## config.mk

```make
export PLATFORM = sky130hd
export DESIGN_NAME = sbsr_top
export DESIGN_NICKNAME = d
export VERILOG_FILES = /design/src/sbsr_pkg.sv /design/src/sbsr_sum_if.sv /design/src/sbsr_summary.sv /design/src/sbsr_top.sv
export VERILOG_INCLUDE_DIRS = /design/src
export SDC_FILE = /design/constraint.sdc
export NUM_CORES = 1
export LEC_CHECK = 0
export ABC_AREA = 1
export BUFFER_PORTS_ARGS = -buffer_cell sky130_fd_sc_hd__buf_2
export CAP_MARGIN = 20
export CORE_MARGIN = 2
export CORE_UTILIZATION = 53
export CTS_CLUSTER_SIZE = 14
export DETAILED_ROUTE_END_ITERATION = 6
export GPL_TIMING_DRIVEN = 0
export PLACE_DENSITY = 0.8
export SYNTH_ARGS = -nofsm -noshare
export SYNTH_HDL_FRONTEND = slang
export SYNTH_HIERARCHICAL = 1
export SYNTH_SLANG_ARGS = --single-unit
```

## constraint.sdc

```tcl
create_clock -name CLK_I -period 1.9 [get_ports CLK_I]
set_input_delay 0.095 -clock CLK_I [delete_from_list [all_inputs] [get_ports CLK_I]]
set_output_delay 0.095 -clock CLK_I [all_outputs]
set_load 0.05 [all_outputs]
```

## src/sbsr_defines.svh

```systemverilog
// Constants for the status byte and service request block
// Function
// - Eight-bit enable mask ORs into master summary
// - Serial poll clears request flag only
// - Zero mask never raises service request
// - Mask query returns value unchanged
// - Status byte read has no side effect
// - Event summary bit clears via event register reads
// - Message flag follows output queue, clears
// - Serial poll puts request flag at bit6
// - Status byte bit layout 7..3, low zero
// - Bus trigger only with bus source
// - Self check returns 0/1, logs failures
// - Hold command stalls until operations done or device clear
// - Any protection query ORs four trip bits
// - Current trip query returns overcurrent bit
// - Voltage trip query returns overvoltage bit
// - Output enable alias, reset off, query 0/1
// - Compatibility commands only in standard language
// - Power-on clear flag clears or restores enable mask
// - Event status read clears it and summary
`ifndef SBSR_DEFINES_SVH
`define SBSR_DEFINES_SVH
`define SBSR_BIT_OPSUM 7
`define SBSR_BIT_MSUM 6
`define SBSR_BIT_EVSUM 5
`define SBSR_BIT_MSGW 4
`define SBSR_BIT_QSUM 3
`define SBSR_ZERO8 8'h00
`define SBSR_ZERO3 3'h0
`define SBSR_ESR_BITS 8
`endif

```

## src/sbsr_pkg.sv

```systemverilog
// Types for the status byte and service request block
package sbsr_pkg;
	typedef enum logic [3:0] {
		CMD_NONE,
		CMD_SET_SRE,
		CMD_READ_SRE,
		CMD_READ_STB,
		CMD_SERIAL_POLL,
		CMD_CLEAR_STATUS,
		CMD_BUS_TRIGGER,
		CMD_SELF_CHECK,
		CMD_HOLD,
		CMD_READ_ESR,
		CMD_ANY_TRIP,
		CMD_CURR_TRIP,
		CMD_VOLT_TRIP,
		CMD_SET_OUTEN,
		CMD_READ_OUTEN
	} sbsr_cmd_t;
	typedef enum logic [1:0] {
		ST_IDLE,
		ST_TEST,
		ST_HOLD
	} sbsr_state_t;
endpackage : sbsr_pkg

```

## src/sbsr_sum_if.sv

```systemverilog
// Summary signals passed between the top and the summary unit
`timescale 1ns/1ps
interface sbsr_sum_if;
	logic [7:0] mask;
	logic [7:0] stb_raw;
	logic msum;
	logic rsvc;
	logic poll;
	logic clr;
	modport top (output mask, output stb_raw, output poll, output clr, input msum, input rsvc);
	modport unit (input mask, input stb_raw, input poll, input clr, output msum, output rsvc);
endinterface : sbsr_sum_if

```

## src/sbsr_summary.sv

```systemverilog
// Master summary and request-for-service unit
`timescale 1ns/1ps
`include "sbsr_defines.svh"
module sbsr_summary (
	input wire logic CLK_I, // System clock
	input wire logic RESET_I, // Synchronous reset
	sbsr_sum_if.unit sum // Summary signals
);
	import sbsr_pkg::*;
	logic msum_d;
	logic msum_prev_q;
	logic rsvc_q;
	logic [7:0] fb_cut;

	// Enabled status bits ORed; bit 6 itself never feeds back
	always_comb begin
		fb_cut = `SBSR_ZERO8;
		fb_cut[`SBSR_BIT_MSUM] = 1'b1;
		msum_d = |(sum.mask & sum.stb_raw & ~fb_cut);
	end
	assign sum.msum = msum_d;
	assign sum.rsvc = rsvc_q;

	// Edge memory of the master summary
	always_ff @(posedge CLK_I) begin
		if (RESET_I) begin
			msum_prev_q <= 1'b0;
		end else begin
			msum_prev_q <= msum_d;
		end
	end

	// Rise sets the request; set wins over poll clear
	always_ff @(posedge CLK_I) begin
		if (RESET_I) begin
			rsvc_q <= 1'b0;
		end else if (msum_d && !msum_prev_q) begin
			rsvc_q <= 1'b1;
		end else if (sum.poll || sum.clr || !msum_d) begin
			rsvc_q <= 1'b0;
		end
	end
endmodule : sbsr_summary

```

## src/sbsr_top.sv

```systemverilog
// Status byte, service request and common command logic
`timescale 1ns/1ps
`include "sbsr_defines.svh"
module sbsr_top #(
	parameter int TEST_CYCLES = 16 // Length of the self check run
) (
	input wire logic CLK_I, // System clock
	input wire logic RESET_I, // Power-on reset, sync
	input wire logic CMD_VALID_I, // Command strobe
	input wire sbsr_pkg::sbsr_cmd_t CMD_I, // Command code
	input wire logic [7:0] CMD_DATA_I, // Command argument
	output logic CMD_READY_O, // Ready for a command
	output logic [7:0] RSP_DATA_O, // Response value
	output logic RSP_VALID_O, // Response strobe
	input wire logic POWER_ON_CLEAR_I, // Power-on clear flag
	input wire logic [7:0] NV_SRE_I, // Saved enable mask
	input wire logic LANG_STD_I, // Standard language selected
	input wire logic TRIG_SRC_BUS_I, // Trigger source is bus
	input wire logic DEVICE_CLEAR_I, // Bus device clear
	input wire logic OPS_PENDING_I, // Operations pending
	input wire logic OP_SUM_I, // Operation summary
	input wire logic QST_SUM_I, // Questionable summary
	input wire logic RSP_PENDING_I, // Output queue not empty
	input wire logic [7:0] ESR_EVENT_I, // Event status set pulses
	input wire logic [7:0] ESE_MASK_I, // Event status enable
	input wire logic OVOLT_I, // Overvoltage trip bit
	input wire logic OC_I, // Overcurrent trip bit
	input wire logic OTEMP_I, // Overtemperature trip bit
	input wire logic INHIBIT_I, // Remote inhibit bit
	input wire logic TEST_FAIL_I, // Self check failure level
	output logic SRQ_O, // Service request line
	output logic TRIGGER_O, // Trigger pulse
	output logic OUTPUT_ON_O, // Output enabled
	output logic ERR_PUSH_O, // Error queue push
	output logic [7:0] STB_O // Status byte
);
	import sbsr_pkg::*;
	sbsr_sum_if sum ();
	sbsr_state_t state_q;
	logic [7:0] sre_q;
	logic [7:0] esr_q;
	logic msgw_q;
	logic outen_q;
	logic fail_q;
	logic [15:0] cnt_q;
	logic por_q;
	logic [7:0] rsp_q;
	logic rspv_q;
	logic trig_q;
	logic err_q;
	logic [7:0] stb;
	logic evsum;
	logic take;

	sbsr_summary u_sum (
		.CLK_I(CLK_I),
		.RESET_I(RESET_I),
		.sum(sum)
	);

	////////////////////////////////////////////////////////////////
	// Status byte assembly
	assign evsum = |(esr_q & ESE_MASK_I);
	always_comb begin
		stb = `SBSR_ZERO8;
		stb[`SBSR_BIT_OPSUM] = OP_SUM_I;
		stb[`SBSR_BIT_EVSUM] = evsum;
		stb[`SBSR_BIT_MSGW] = msgw_q;
		stb[`SBSR_BIT_QSUM] = QST_SUM_I;
		stb[2:0] = `SBSR_ZERO3;
	end
	assign sum.mask = sre_q;
	assign sum.stb_raw = stb;
	assign take = CMD_VALID_I && CMD_READY_O;
	assign sum.poll = take && (CMD_I == CMD_SERIAL_POLL);
	assign sum.clr = take && (CMD_I == CMD_CLEAR_STATUS);
	assign CMD_READY_O = (state_q == ST_IDLE);
	assign SRQ_O = sum.rsvc;
	assign RSP_DATA_O = rsp_q;
	assign RSP_VALID_O = rspv_q;
	assign TRIGGER_O = trig_q;
	assign OUTPUT_ON_O = outen_q;
	assign ERR_PUSH_O = err_q;

	////////////////////////////////////////////////////////////////
	// Status byte output register, reads change nothing
	always_ff @(posedge CLK_I) begin
		if (RESET_I) begin
			STB_O <= `SBSR_ZERO8;
		end else begin
			STB_O <= stb | {1'b0, sum.msum, 6'h00};
		end
	end

	// Power-on marker so the enable mask loads once after reset release
	always_ff @(posedge CLK_I) begin
		if (RESET_I) begin
			por_q <= 1'b1;
		end else begin
			por_q <= 1'b0;
		end
	end

	// Enable mask: strap, or zero with power-on clear, loaded at first edge after reset
	always_ff @(posedge CLK_I) begin
		if (RESET_I) begin
			sre_q <= `SBSR_ZERO8;
		end else if (por_q) begin
			sre_q <= POWER_ON_CLEAR_I ? `SBSR_ZERO8 : NV_SRE_I;
		end else if (take && CMD_I == CMD_SET_SRE) begin
			sre_q <= CMD_DATA_I;
		end
	end

	// Event status latch; new events win over the read clear
	always_ff @(posedge CLK_I) begin
		if (RESET_I) begin
			esr_q <= `SBSR_ZERO8;
		end else if (take && (CMD_I == CMD_READ_ESR || CMD_I == CMD_CLEAR_STATUS)) begin
			esr_q <= ESR_EVENT_I;
		end else begin
			esr_q <= esr_q | ESR_EVENT_I;
		end
	end

	// Message flag tracks the queue, cleared by clear status
	always_ff @(posedge CLK_I) begin
		if (RESET_I) begin
			msgw_q <= 1'b0;
		end else if (sum.clr) begin
			msgw_q <= 1'b0;
		end else begin
			msgw_q <= RSP_PENDING_I;
		end
	end

	// Output enable alias; ignored outside standard language
	always_ff @(posedge CLK_I) begin
		if (RESET_I) begin
			outen_q <= 1'b0;
		end else if (take && CMD_I == CMD_SET_OUTEN && LANG_STD_I) begin
			outen_q <= CMD_DATA_I != `SBSR_ZERO8;
		end
	end

	// Bus trigger only when source is bus
	always_ff @(posedge CLK_I) begin
		if (RESET_I) begin
			trig_q <= 1'b0;
		end else begin
			trig_q <= take && CMD_I == CMD_BUS_TRIGGER && TRIG_SRC_BUS_I;
		end
	end

	////////////////////////////////////////////////////////////////
	// Sequencer for self check and hold; hold ends when operations finish or on device clear
	always_ff @(posedge CLK_I) begin
		if (RESET_I) begin
			state_q <= ST_IDLE;
			cnt_q <= 16'h0000;
			fail_q <= 1'b0;
		end else begin
			case (state_q)
				ST_IDLE: begin
					cnt_q <= 16'h0000;
					fail_q <= 1'b0;
					if (take && CMD_I == CMD_SELF_CHECK) begin
						state_q <= ST_TEST;
					end else if (take && CMD_I == CMD_HOLD && OPS_PENDING_I) begin
						state_q <= ST_HOLD;
					end
				end
				ST_TEST: begin
					cnt_q <= cnt_q + 16'h0001;
					fail_q <= fail_q | TEST_FAIL_I;
					if (cnt_q == 16'(TEST_CYCLES - 1)) begin
						state_q <= ST_IDLE;
					end
				end
				ST_HOLD: begin
					if (!OPS_PENDING_I || DEVICE_CLEAR_I) begin
						state_q <= ST_IDLE;
					end
				end
				default: begin
					state_q <= ST_IDLE;
				end
			endcase
		end
	end

	// One error push per failing test cycle
	always_ff @(posedge CLK_I) begin
		if (RESET_I) begin
			err_q <= 1'b0;
		end else begin
			err_q <= (state_q == ST_TEST) && TEST_FAIL_I;
		end
	end

	////////////////////////////////////////////////////////////////
	// Query answers, one cycle after the command is taken; the self check answer comes TEST_CYCLES + 1 cycles after it is taken
	always_ff @(posedge CLK_I) begin
		if (RESET_I) begin
			rsp_q <= `SBSR_ZERO8;
			rspv_q <= 1'b0;
		end else begin
			rspv_q <= 1'b0;
			if (state_q == ST_TEST && cnt_q == 16'(TEST_CYCLES - 1)) begin
				rsp_q <= {7'h00, fail_q | TEST_FAIL_I};
				rspv_q <= 1'b1;
			end else if (take) begin
				rspv_q <= 1'b1;
				case (CMD_I)
					CMD_READ_SRE: rsp_q <= sre_q;
					CMD_READ_STB: rsp_q <= stb | {1'b0, sum.msum, 6'h00};
					CMD_SERIAL_POLL: rsp_q <= stb | {1'b0, sum.rsvc, 6'h00};
					CMD_READ_ESR: rsp_q <= esr_q;
					CMD_ANY_TRIP: begin
						rsp_q <= {7'h00, OVOLT_I | OC_I | OTEMP_I | INHIBIT_I};
						rspv_q <= LANG_STD_I;
					end
					CMD_CURR_TRIP: begin
						rsp_q <= {7'h00, OC_I};
						rspv_q <= LANG_STD_I;
					end
					CMD_VOLT_TRIP: begin
						rsp_q <= {7'h00, OVOLT_I};
						rspv_q <= LANG_STD_I;
					end
					CMD_READ_OUTEN: begin
						rsp_q <= {7'h00, outen_q};
						rspv_q <= LANG_STD_I;
					end
					default: rspv_q <= 1'b0;
				endcase
			end
		end
	end
endmodule : sbsr_top

```

### After elaboration in Yosys (flattened, before gate mapping)

Cells that the tools add are included.

| word-level totals | value |
|---|---|
| register bits after elaboration | 59 |
| output and inout port bits | 22 |
| word-level logic and storage cells | 105 |

| cells by class | value |
|---|---|
| $add $sub $neg | 1 |
| equality and inequality tests | 20 |
| multiplexer cells | 20 |
| bitwise gates (word level) | 9 |
| reduce and logical (&&, ||, !) cells | 39 |

Operator list:

| operator | number |
|---|---|
| $pmux W8 S8 | 1 |
| $mux W8 | 4 |
| $pmux W16 S2 | 1 |
| $eq A4 B4 Y1 const B | 7 |
| $add A16 B1 Y16 const B | 1 |
| $and A8 B8 Y8 | 2 |
| $eq A16 B4 Y1 const B | 1 |
| $eq A4 B3 Y1 const B | 4 |
| $or A8 B7 Y8 | 2 |
| $reduce_bool A8 Y1 | 2 |
| $logic_and A1 B1 Y1 | 15 |
| $reduce_bool A9 Y1 | 1 |
| $eq A4 B2 Y1 const B | 2 |
| $mux W2 | 4 |
| $or A8 B8 Y8 | 1 |
| $reduce_bool A2 Y1 | 4 |
| $reduce_or A4 Y1 | 2 |
| $reduce_or A8 Y1 | 1 |
| $mux W1 | 7 |
| $reduce_or A7 Y1 | 1 |
| $pmux W2 S3 | 1 |
| $eq A4 B1 Y1 const B | 1 |
| $logic_or A1 B1 Y1 | 4 |
| $ne A2 B2 Y1 const B | 2 |
| other kinds (10) | 18 |

### Logic depth before layout (Yosys ltp)

Gate-level depths: netlist of the first run.

| logic depth | value |
|---|---|
| word-level depth | 8 |
| mapped depth | 14 |

### By module

The synthesis of the first run kept the hierarchy.

Modules (own cells, without submodules):

| module | times used | cells each | area an instance (um^2) | sequential area each (um^2) |
|---|---|---|---|---|
| sbsr_top | 1 | 424 | 2728.9 | 1081.0 |
| sbsr_summary | 1 | 24 | 131.4 | 40.0 |

### Worst setup path after synthesis of the first run

Ideal clock, no wire load.

| timing path | value |
|---|---|
| path kind | register to register |
| start | register state_q[1] |
| end | register u_sum.rsvc_q, in the netlist u_sum/sum.rsvc |
| setup time | 0.110 ns |
| data arrival time | 1.579 ns |
| data required time | 1.790 ns |
| setup slack | 0.211 ns |
| stages on the path, launching flop included | 11 |
| buffers on the path | 0 |
| clock period less this slack | 1.689 ns |
| path through | dfxtp_1 nor2_2 nand2_2 nor2_2 inv_1 nor2_1 inv_1 nand2_1 o21ai_0 inv_1 nor2_1 |

| on the way | value |
|---|---|
| longest elaborated chain between the ends | 6 |

RTL lines:

| element | RTL line | source |
|---|---|---|
| from (decl) | sbsr_top.sv:39 | `sbsr_state_t state_q;` |
| from (signal assigned) | sbsr_top.sv:159 | `state_q <= ST_IDLE;` |
| from (signal assigned) | sbsr_top.sv:168 | `state_q <= ST_TEST;` |
| from (signal assigned) | sbsr_top.sv:170 | `state_q <= ST_HOLD;` |
| $logic_not A2 Y1 | sbsr_top.sv:77 | `assign CMD_READY_O = (state_q == ST_IDLE);` |
| via CMD_READY_O | sbsr_top.sv:12 | `output logic CMD_READY_O,` |
| $logic_and A1 B1 Y1 | sbsr_top.sv:74 | `assign take = CMD_VALID_I && CMD_READY_O;` |
| $logic_and A1 B1 Y1 | sbsr_top.sv:76 | `assign sum.clr = take && (CMD_I == CMD_CLEAR_STATUS);` |
| via sum.clr | sbsr_sum_if.sv:9 | `logic clr;` |
| $logic_or A1 B1 Y1 (2 in series) | sbsr_summary.sv:39 | `end else if (sum.poll \|\| sum.clr \|\| !msum_d) begin` |
| $reduce_bool A2 Y1 (no source line) | - |  |
| to (signal assigned) | sbsr_summary.sv:36 | `rsvc_q <= 1'b0;` |
| to (signal assigned) | sbsr_summary.sv:38 | `rsvc_q <= 1'b1;` |
| to (signal assigned) | sbsr_summary.sv:40 | `rsvc_q <= 1'b0;` |
| to (decl) | sbsr_summary.sv:12 | `logic rsvc_q;` |

The timed path passes the listed nets, and every way through them passes these cells.
A chain may end at the register's enable or synchronous reset.

### Worst setup path after layout of the first run

| timing path | value |
|---|---|
| start | register cnt_q[0] |
| end | register cnt_q[14] |

| on the way | value |
|---|---|
| longest elaborated chain between the ends | 2 |

RTL lines:

| element | RTL line | source |
|---|---|---|
| from (decl) | sbsr_top.sv:45 | `logic [15:0] cnt_q;` |
| from (signal assigned) | sbsr_top.sv:174 | `cnt_q <= cnt_q + 16'h0001;` |
| $add A16 B1 Y16 | sbsr_top.sv:174 |  |
| $pmux W16 S2 | sbsr_top.sv:163 | `case (state_q)` |

Every way passes these cells.

==> results of run 1 <==
-- power by group --
part	switching [mW]	leakage [nW]	internal, mW	total (mW)
Combinational	0.313	1.29	0.152	0.464
Clock	0.371	0.0510	0.292	0.662
Sequential	0.0340	0.460	1.23	1.26
-- through the flow --
| step | utilization | power [mW] |
|---|---|---|
| after global placement | 0.6403 | 1.744 |
| after CTS | 0.6621 | 2.400 |
| after detailed placement | 0.6403 | 1.750 |
| final | 0.6621 | 2.391 |
| after floorplan | - | 1.610 |
| after global routing | 0.6621 | 2.521 |
-- worst max path at each step --
| stage | startpoint | end | slack [ns] |
|---|---|---|---|
| after global placement | cnt_q[0] | cnt_q[14] | 0.21 |
| after global routing | cnt_q[0] | cnt_q[14] | 0.001 |
| after floorplan | state_q[1] | u_sum/sum.rsvc | 0.21 |
| final | cnt_q[0] | cnt_q[14] | 0.15 |
| after detailed placement | cnt_q[0] | cnt_q[14] | 0.18 |
| after CTS | cnt_q[0] | cnt_q[14] | 0.18 |
-- flip-flops by register name, summed over array words and instances, names as in the netlist --
| register | flops |
|---|---|
| cnt_q | 16 |
| RSP_DATA_O | 8 |
| esr_q | 8 |
| sre_q | 8 |
| STB_O | 5 |
| state_q | 2 |
| ERR_PUSH_O | 1 |
| OUTPUT_ON_O | 1 |
| RSP_VALID_O | 1 |
| TRIGGER_O | 1 |
| fail_q | 1 |
| msgw_q | 1 |
| por_q | 1 |
| u_sum/msum_prev_q | 1 |
| u_sum/sum.rsvc | 1 |
-- repair_timing --
action / CTS / global route
endpoints found under the setup margin: 0 / 0
hold buffers: 2 / 0
endpoints found under the hold margin: 2 / 0
-- Yosys cell counts --
cell type / count
xor2_1: 1
nor2_4: 1
nand2_2: 3
ha_1: 1
nand3b_1: 1
buf_1: 1
inv_2: 4
o21bai_1: 1
buf_4: 4
nor2_2: 8
nand3_1: 37
dfxtp_1: 56
nand3_2: 2
conb_1: 1
a211oi_1: 2
nand2_4: 2
a21oi_1: 24
nand2_1: 111
or2_2: 1
buf_6: 1
o21ai_0: 23
a21boi_0: 1
inv_1: 59
clkbuf_1: 4
nor2_1: 86
nor2_8: 1
a21oi_2: 1
nand4_1: 6
nor3_1: 5
-- cell type report --
| type | instances | share of cell area |
|---|---|---|
| Buffer | 10 | 0.01754 |
| Timing Repair Buffer | 71 | 0.1067 |
| Clock inverter | 2 | 0.002923 |
| Inverter | 63 | 0.06905 |
| Clock buffer | 6 | 0.02411 |
| Sequential cell | 56 | 0.3274 |
| Tap cell | 70 | 0.02558 |
| Multi-Input combinational cell | 324 | 0.4267 |
-- kinds of logic (layout without fill, tap and decap cells) --
| logic type | Yosys count | count (layout) |
|---|---|---|
| simple gates | 264 | 264 |
| buf+inv | 73 | 152 |
| flops | 56 | 56 |
| compound gates | 52 | 52 |
| fa+ha+maj | 1 | 1 |
| other cells | 1 | 6 |
| xor+xnor | 1 | 1 |
-- cell usage in the layout, fill, tap and decap left out, types with 2 or more instances in the layout --
master / n
nor2_1: 86
nor2_2: 8
clkbuf_1: 4
clkbuf_8: 6
inv_2: 4
conb_1: 6
nand3_1: 37
buf_2: 69
a211oi_1: 2
buf_4: 4
o21ai_0: 23
clkinv_2: 2
nand2_4: 2
inv_1: 59
nand4_1: 6
a21oi_1: 24
nand2_2: 3
nand3_2: 2
dlygate4sd3_1: 2
nand2_1: 111
nor3_1: 5
dfxtp_1: 56
-- layer usage --
layer  share of wire  GRT usage
met4          0.0091    0.05357
met1            0.49     0.3102
met3           0.053    0.03953
met2            0.45     0.3748
met5               0          0
-- worst max-delay path: cells and delay by family (launching register included) --
kind / cells / cell delay, ns
adder cells (fa/ha/maj): 1 / 0.22
buffers and inverters: 1 / 0.03
flip-flops: 1 / 0.39
AND/OR/NAND/NOR: 8 / 1.00
==> flow_summary.yaml, run 1 <==
run_status:
  outcome: "complete, but fails checks"
  violations: "hold timing"
run:
  maxCapViolCount: 0
worst_setup_path:
  cpMostUsedCell: "nand2_1"
  cp_slowest_cell: "dfxtp_1"
  r2r_slack_ns: 0.15
  crit_path_max_fanout: 4
  arrival_ns: 1.96
  start_kind: "flop"
  worstReg2RegStart: "cnt_q[0]"
  required_ns: 2.11
  crit_chain: "ha_1 > nand2_1 > nor2_1 > nand3_1 > nor2_1 > nand3_1 > nand2_1 > nand2_1 > nand2_1 > inv_1"
  crit_type: "reg -> reg"
  reg2regPathDepth: 10
  setup.worst_path.end_class: "flop"
  reg2reg_to: "cnt_q[14]"
  critPathMaxStageDelay_ns: 0.39
floorplanning:
  dieArea_mm2: 0.006000
  die_y_um: 77.46
  initial_core_util: 0.5530
  die_w_um: 77.46
  core_area_mm2: 0.005172
  io_pins: 74
  rows: 26
cts:
  post_cts_buffers: 0
  htree_levels: 2
  cts_resized: 0
  cts_sinks: 56
  cts_root_buf: "clkbuf_8"
  cts_buffers: 5
  cts_max_path_buffers: 2
  clock_latency_ns: 0.30
  cts_tree: "yes"
  clk_pin_slew_ns: 0.09
cells_and_area:
  layout-drive-gt1-share: 0.1974
  multi_input_area_mm2: 0.001461
  area_growth_pct: 19.73
  seqCellArea_mm2: 0.001121
  antenna_cells: 0
  postLayoutCellArea_mm2: 0.003425
  fin_cells: 602
  fillers: 500
  nets: 584
hold_path:
  hold_end: "esr_q[7]"
  hold_depth: 3
  hp-start: "ESR_EVENT_I[7]"
  hold_path.class: "in -> reg"
synth:
  synth_compound_gate_area_share: 0.09580
  syn-mean-instance-area_um2: 6.384
  ys_ff_latch: 56
  syn_area_mm2: 0.002860
  synth_largest_area_cell: "dfxtp_1"
  synth_top_family_by_area: "simple AND/OR/NAND/NOR gates"
  yosys.area_share.simple: 0.3998
  syn_inst: 448
  muxShareOfSynthArea: 0
  synth_cell_type_count: 29
  synthAdderAreaFrac: 0.004374
  ys_warn_count: 6
  synth.top_cell.area_share: 0.3920
  netlist_top_cells_area: "dfxtp_1 (39%), nand2_1 (15%), nor2_1 (11%)"
  synth_xor_xnor_area_share: 0.003062
  ys_seq_area_frac: 0.3920
timing:
  tightest_slew_ns: 0.5845
  maxSlewViolCount: 0
  timing.final.ws_setup_ns: 0.1547
  hold_viol_final: 2
  tns_ns: 0
  period_needed_ns: 1.745
  whs_ns: -0.0009448
  slew-limit-headroom: 0.6104
  fin_skew_ns: 0.005106
  finalCritPeriodShare: 0.9186
  fmax_mhz: 573.0
  rsz0062_at_grt: "false"
  setup_violations: 0
route:
  ant_nets: 0
  drc_errors: 0
  post_drt_wl_per_cell_um: 10.99
  via_count: 2891
  routed_wl_um: 6613
  drtPass1Iterations: 4
  viasPerCell: 4.802
  drt_iter0_drc: 144
global_route:
  antenna_found_initial: 0
  grt_pass1_vias: 2566
  grt_start_max_net_pins: 17
  grt_overflow: 0
  grt_first_pass_wirelength_um: 11160
  gr-usage-all-layers: 0.2271
placement:
  dpl.cell_count: 592
  post-dp-hpwl_um: 5300
  globalplace.congestion: 0.9262
  placed_cell_area_mm2: 0.003312
  port_buffers: 69
  post-place-ws_ns: 0.1824
pwr:
  vdd_ir_drop_max_v: 0.0003097
  power.density_mw_per_mm2: 698.3
  cellLeakagePower_nw: 1.797
No activity file was read; power rests on OpenSTA's default activity.
==> inputs of run 2 (changes only) <==
--- a/config.mk
+++ b/config.mk
@@ -11,6 +11,7 @@
 export CAP_MARGIN = 20
 export CORE_MARGIN = 2
 export CORE_UTILIZATION = 53
+export CTS_BUF_LIST = sky130_fd_sc_hd__clkbuf_16
 export CTS_CLUSTER_SIZE = 14
 export DETAILED_ROUTE_END_ITERATION = 6
 export GPL_TIMING_DRIVEN = 0
==> run 2 against run 1 <==
The flow now finishes without violations. Clock skew down 0.0017 ns. Hold slack better by 0.011 ns. Final cell count down 0.33%. Power up 9.0%. Critical endpoint unchanged.
==> flow_summary.yaml, run 2 (same netlist as run 1, synthesis figures left out) <==
hold_path:
  hold_end: "por_q"
  hold_path.class: "in -> reg"
  hold_depth: 1
  hp-start: "RESET_I"
cells_and_area:
  layout-drive-gt1-share: 0.1981
  largest_reg_flops: 16
  nets: 582
  seqCellArea_mm2: 0.001121
  multi_input_area_mm2: 0.001464
  most-common-layout-cells: "nand2_1 (111), nor2_1 (85), buf_2 (69), inv_1 (59), dfxtp_1 (56)"
  largest_register: "cnt_q"
  fillers: 500
  fin_cells: 600
  antenna_cells: 0
  final_common_cell: "nand2_1"
  area_growth_pct: 20.73
  utilization: 0.6676
global_route:
  grt_pass1_vias: 2584
  grt_start_max_net_pins: 17
  grt_first_pass_wirelength_um: 11300
  antenna_found_initial: 0
  grt_overflow: 0
  gr-usage-all-layers: 0.2338
route:
  drtPass1Iterations: 5
  post_drt_wl_per_cell_um: 11.18
  via_count: 2883
  routed_wl_um: 6705
  viasPerCell: 4.805
  drt_iter0_drc: 151
  ant_nets: 0
  drc_errors: 0
placement:
  globalplace.congestion: 0.9262
  post-dp-hpwl_um: 5300
  dpl.cell_count: 592
  port_buffers: 69
cts:
  cts_buffers: 5
  cts_tree: "yes"
  clock_latency_ns: 0.29
  cts_max_path_buffers: 2
  cts_sinks: 56
  htree_levels: 2
  ctsHoldBuffers: 0
  cts_root_buf: "clkbuf_16"
  clk_pin_slew_ns: 0.07
worst_setup_path:
  reg2reg_to: "cnt_q[14]"
  required_ns: 2.09
  crit_path_start: "cnt_q[0]"
  arrival_ns: 1.87
  start_kind: "flop"
  crit_type: "reg -> reg"
  worstReg2RegStart: "cnt_q[0]"
  setup.worst_path.end_class: "flop"
  crit_path_max_fanout: 4
  r2r_slack_ns: 0.22
  reg2regPathDepth: 10
timing:
  hold_viol_final: 0
  finalCritPeriodShare: 0.8816
  setup_violations: 0
  fmax_mhz: 597.0
  rsz0062_at_grt: "false"
  slew-limit-headroom: 0.6328
  tightest_slew_ns: 0.5509
  maxSlewViolCount: 0
  whs_ns: 0.01036
  fin_skew_ns: 0.003452
  period_needed_ns: 1.675
  tns_ns: 0
run:
  maxCapViolCount: 0
pwr:
  cellLeakagePower_nw: 1.809
  vdd_ir_drop_max_v: 0.0003474
  power.density_mw_per_mm2: 754.6
floorplanning:
  io_pins: 74
  core_area_mm2: 0.005172
  die_w_um: 77.46
  dieArea_mm2: 0.006000
  die_y_um: 77.46
  initial_core_util: 0.5530
  rows: 26
run_status:
  outcome: "finished clean"
## run 2: repair_timing
item / in CTS / in global routing
resized for setup: 0 / 1
endpoints found under the hold margin: 0 / 0
setup buffers: 0 / 0
endpoints found under the setup margin: 0 / 1
## run 2: how the worst max path moves through the flow
stage,endpoint,slack [ns],cells past startpoint
after floorplan,u_sum/sum.rsvc,0.21,10
after global placement,cnt_q[14],0.21,10
after detailed placement,cnt_q[14],0.18,10
after CTS,cnt_q[14],0.17,10
after global routing,RSP_DATA_O[6],0.08,14
final,cnt_q[14],0.22,10
## run 2: final cells by class
type,count,area share
multi-input cells,324,0.4239
flip-flops and latches,56,0.3246
repair buffers,69,0.1000
inverters,63,0.06848
clock buffers,5,0.03623
well taps,70,0.02536
plain buffers,10,0.01739
clock inverters,3,0.003986
## run 2: metrics by stage
step / setup slack [ns] / area (um2) / total power [mW]
3_5_place_dp: 0.1824 / 3312 / 1.750
2_1_floorplan: 0.2110 / 2879 / 1.610
6_report: 0.2249 / 3453 / 2.606
5_1_grt: 0.07725 / 3453 / 2.739
3_3_place_gp: 0.2137 / 3312 / 1.744
4_1_cts: 0.1740 / 3451 / 2.620
## run 2: routing by layer
layer / wire (um) / vias up / GRT usage
met3: 413 / 12 / 0.04186
met4: 106 / 0 / 0.07321
met5: 0 / - / 0
met1: 3243 / 1216 / 0.3141
met2: 2942 / 103 / 0.3826
li1: - / 1552 / -
## run 2: worst max-delay path, cell delays in order (launching register included)
cell	delay [ns]
dfxtp_1	0.38
ha_1	0.22
nand2_1	0.07
nor2_1	0.18
nand3_1	0.17
nor2_2	0.20
nand3_1	0.12
nand2_1	0.09
nand2_1	0.05
nand2_1	0.06
inv_1	0.03
## run 2: power breakdown
group / switching [mW] / internal (mW)
Combinational: 0.313 / 0.149
Clock: 0.399 / 0.480
Sequential: 0.0340 / 1.23
Total: 0.746 / 1.86
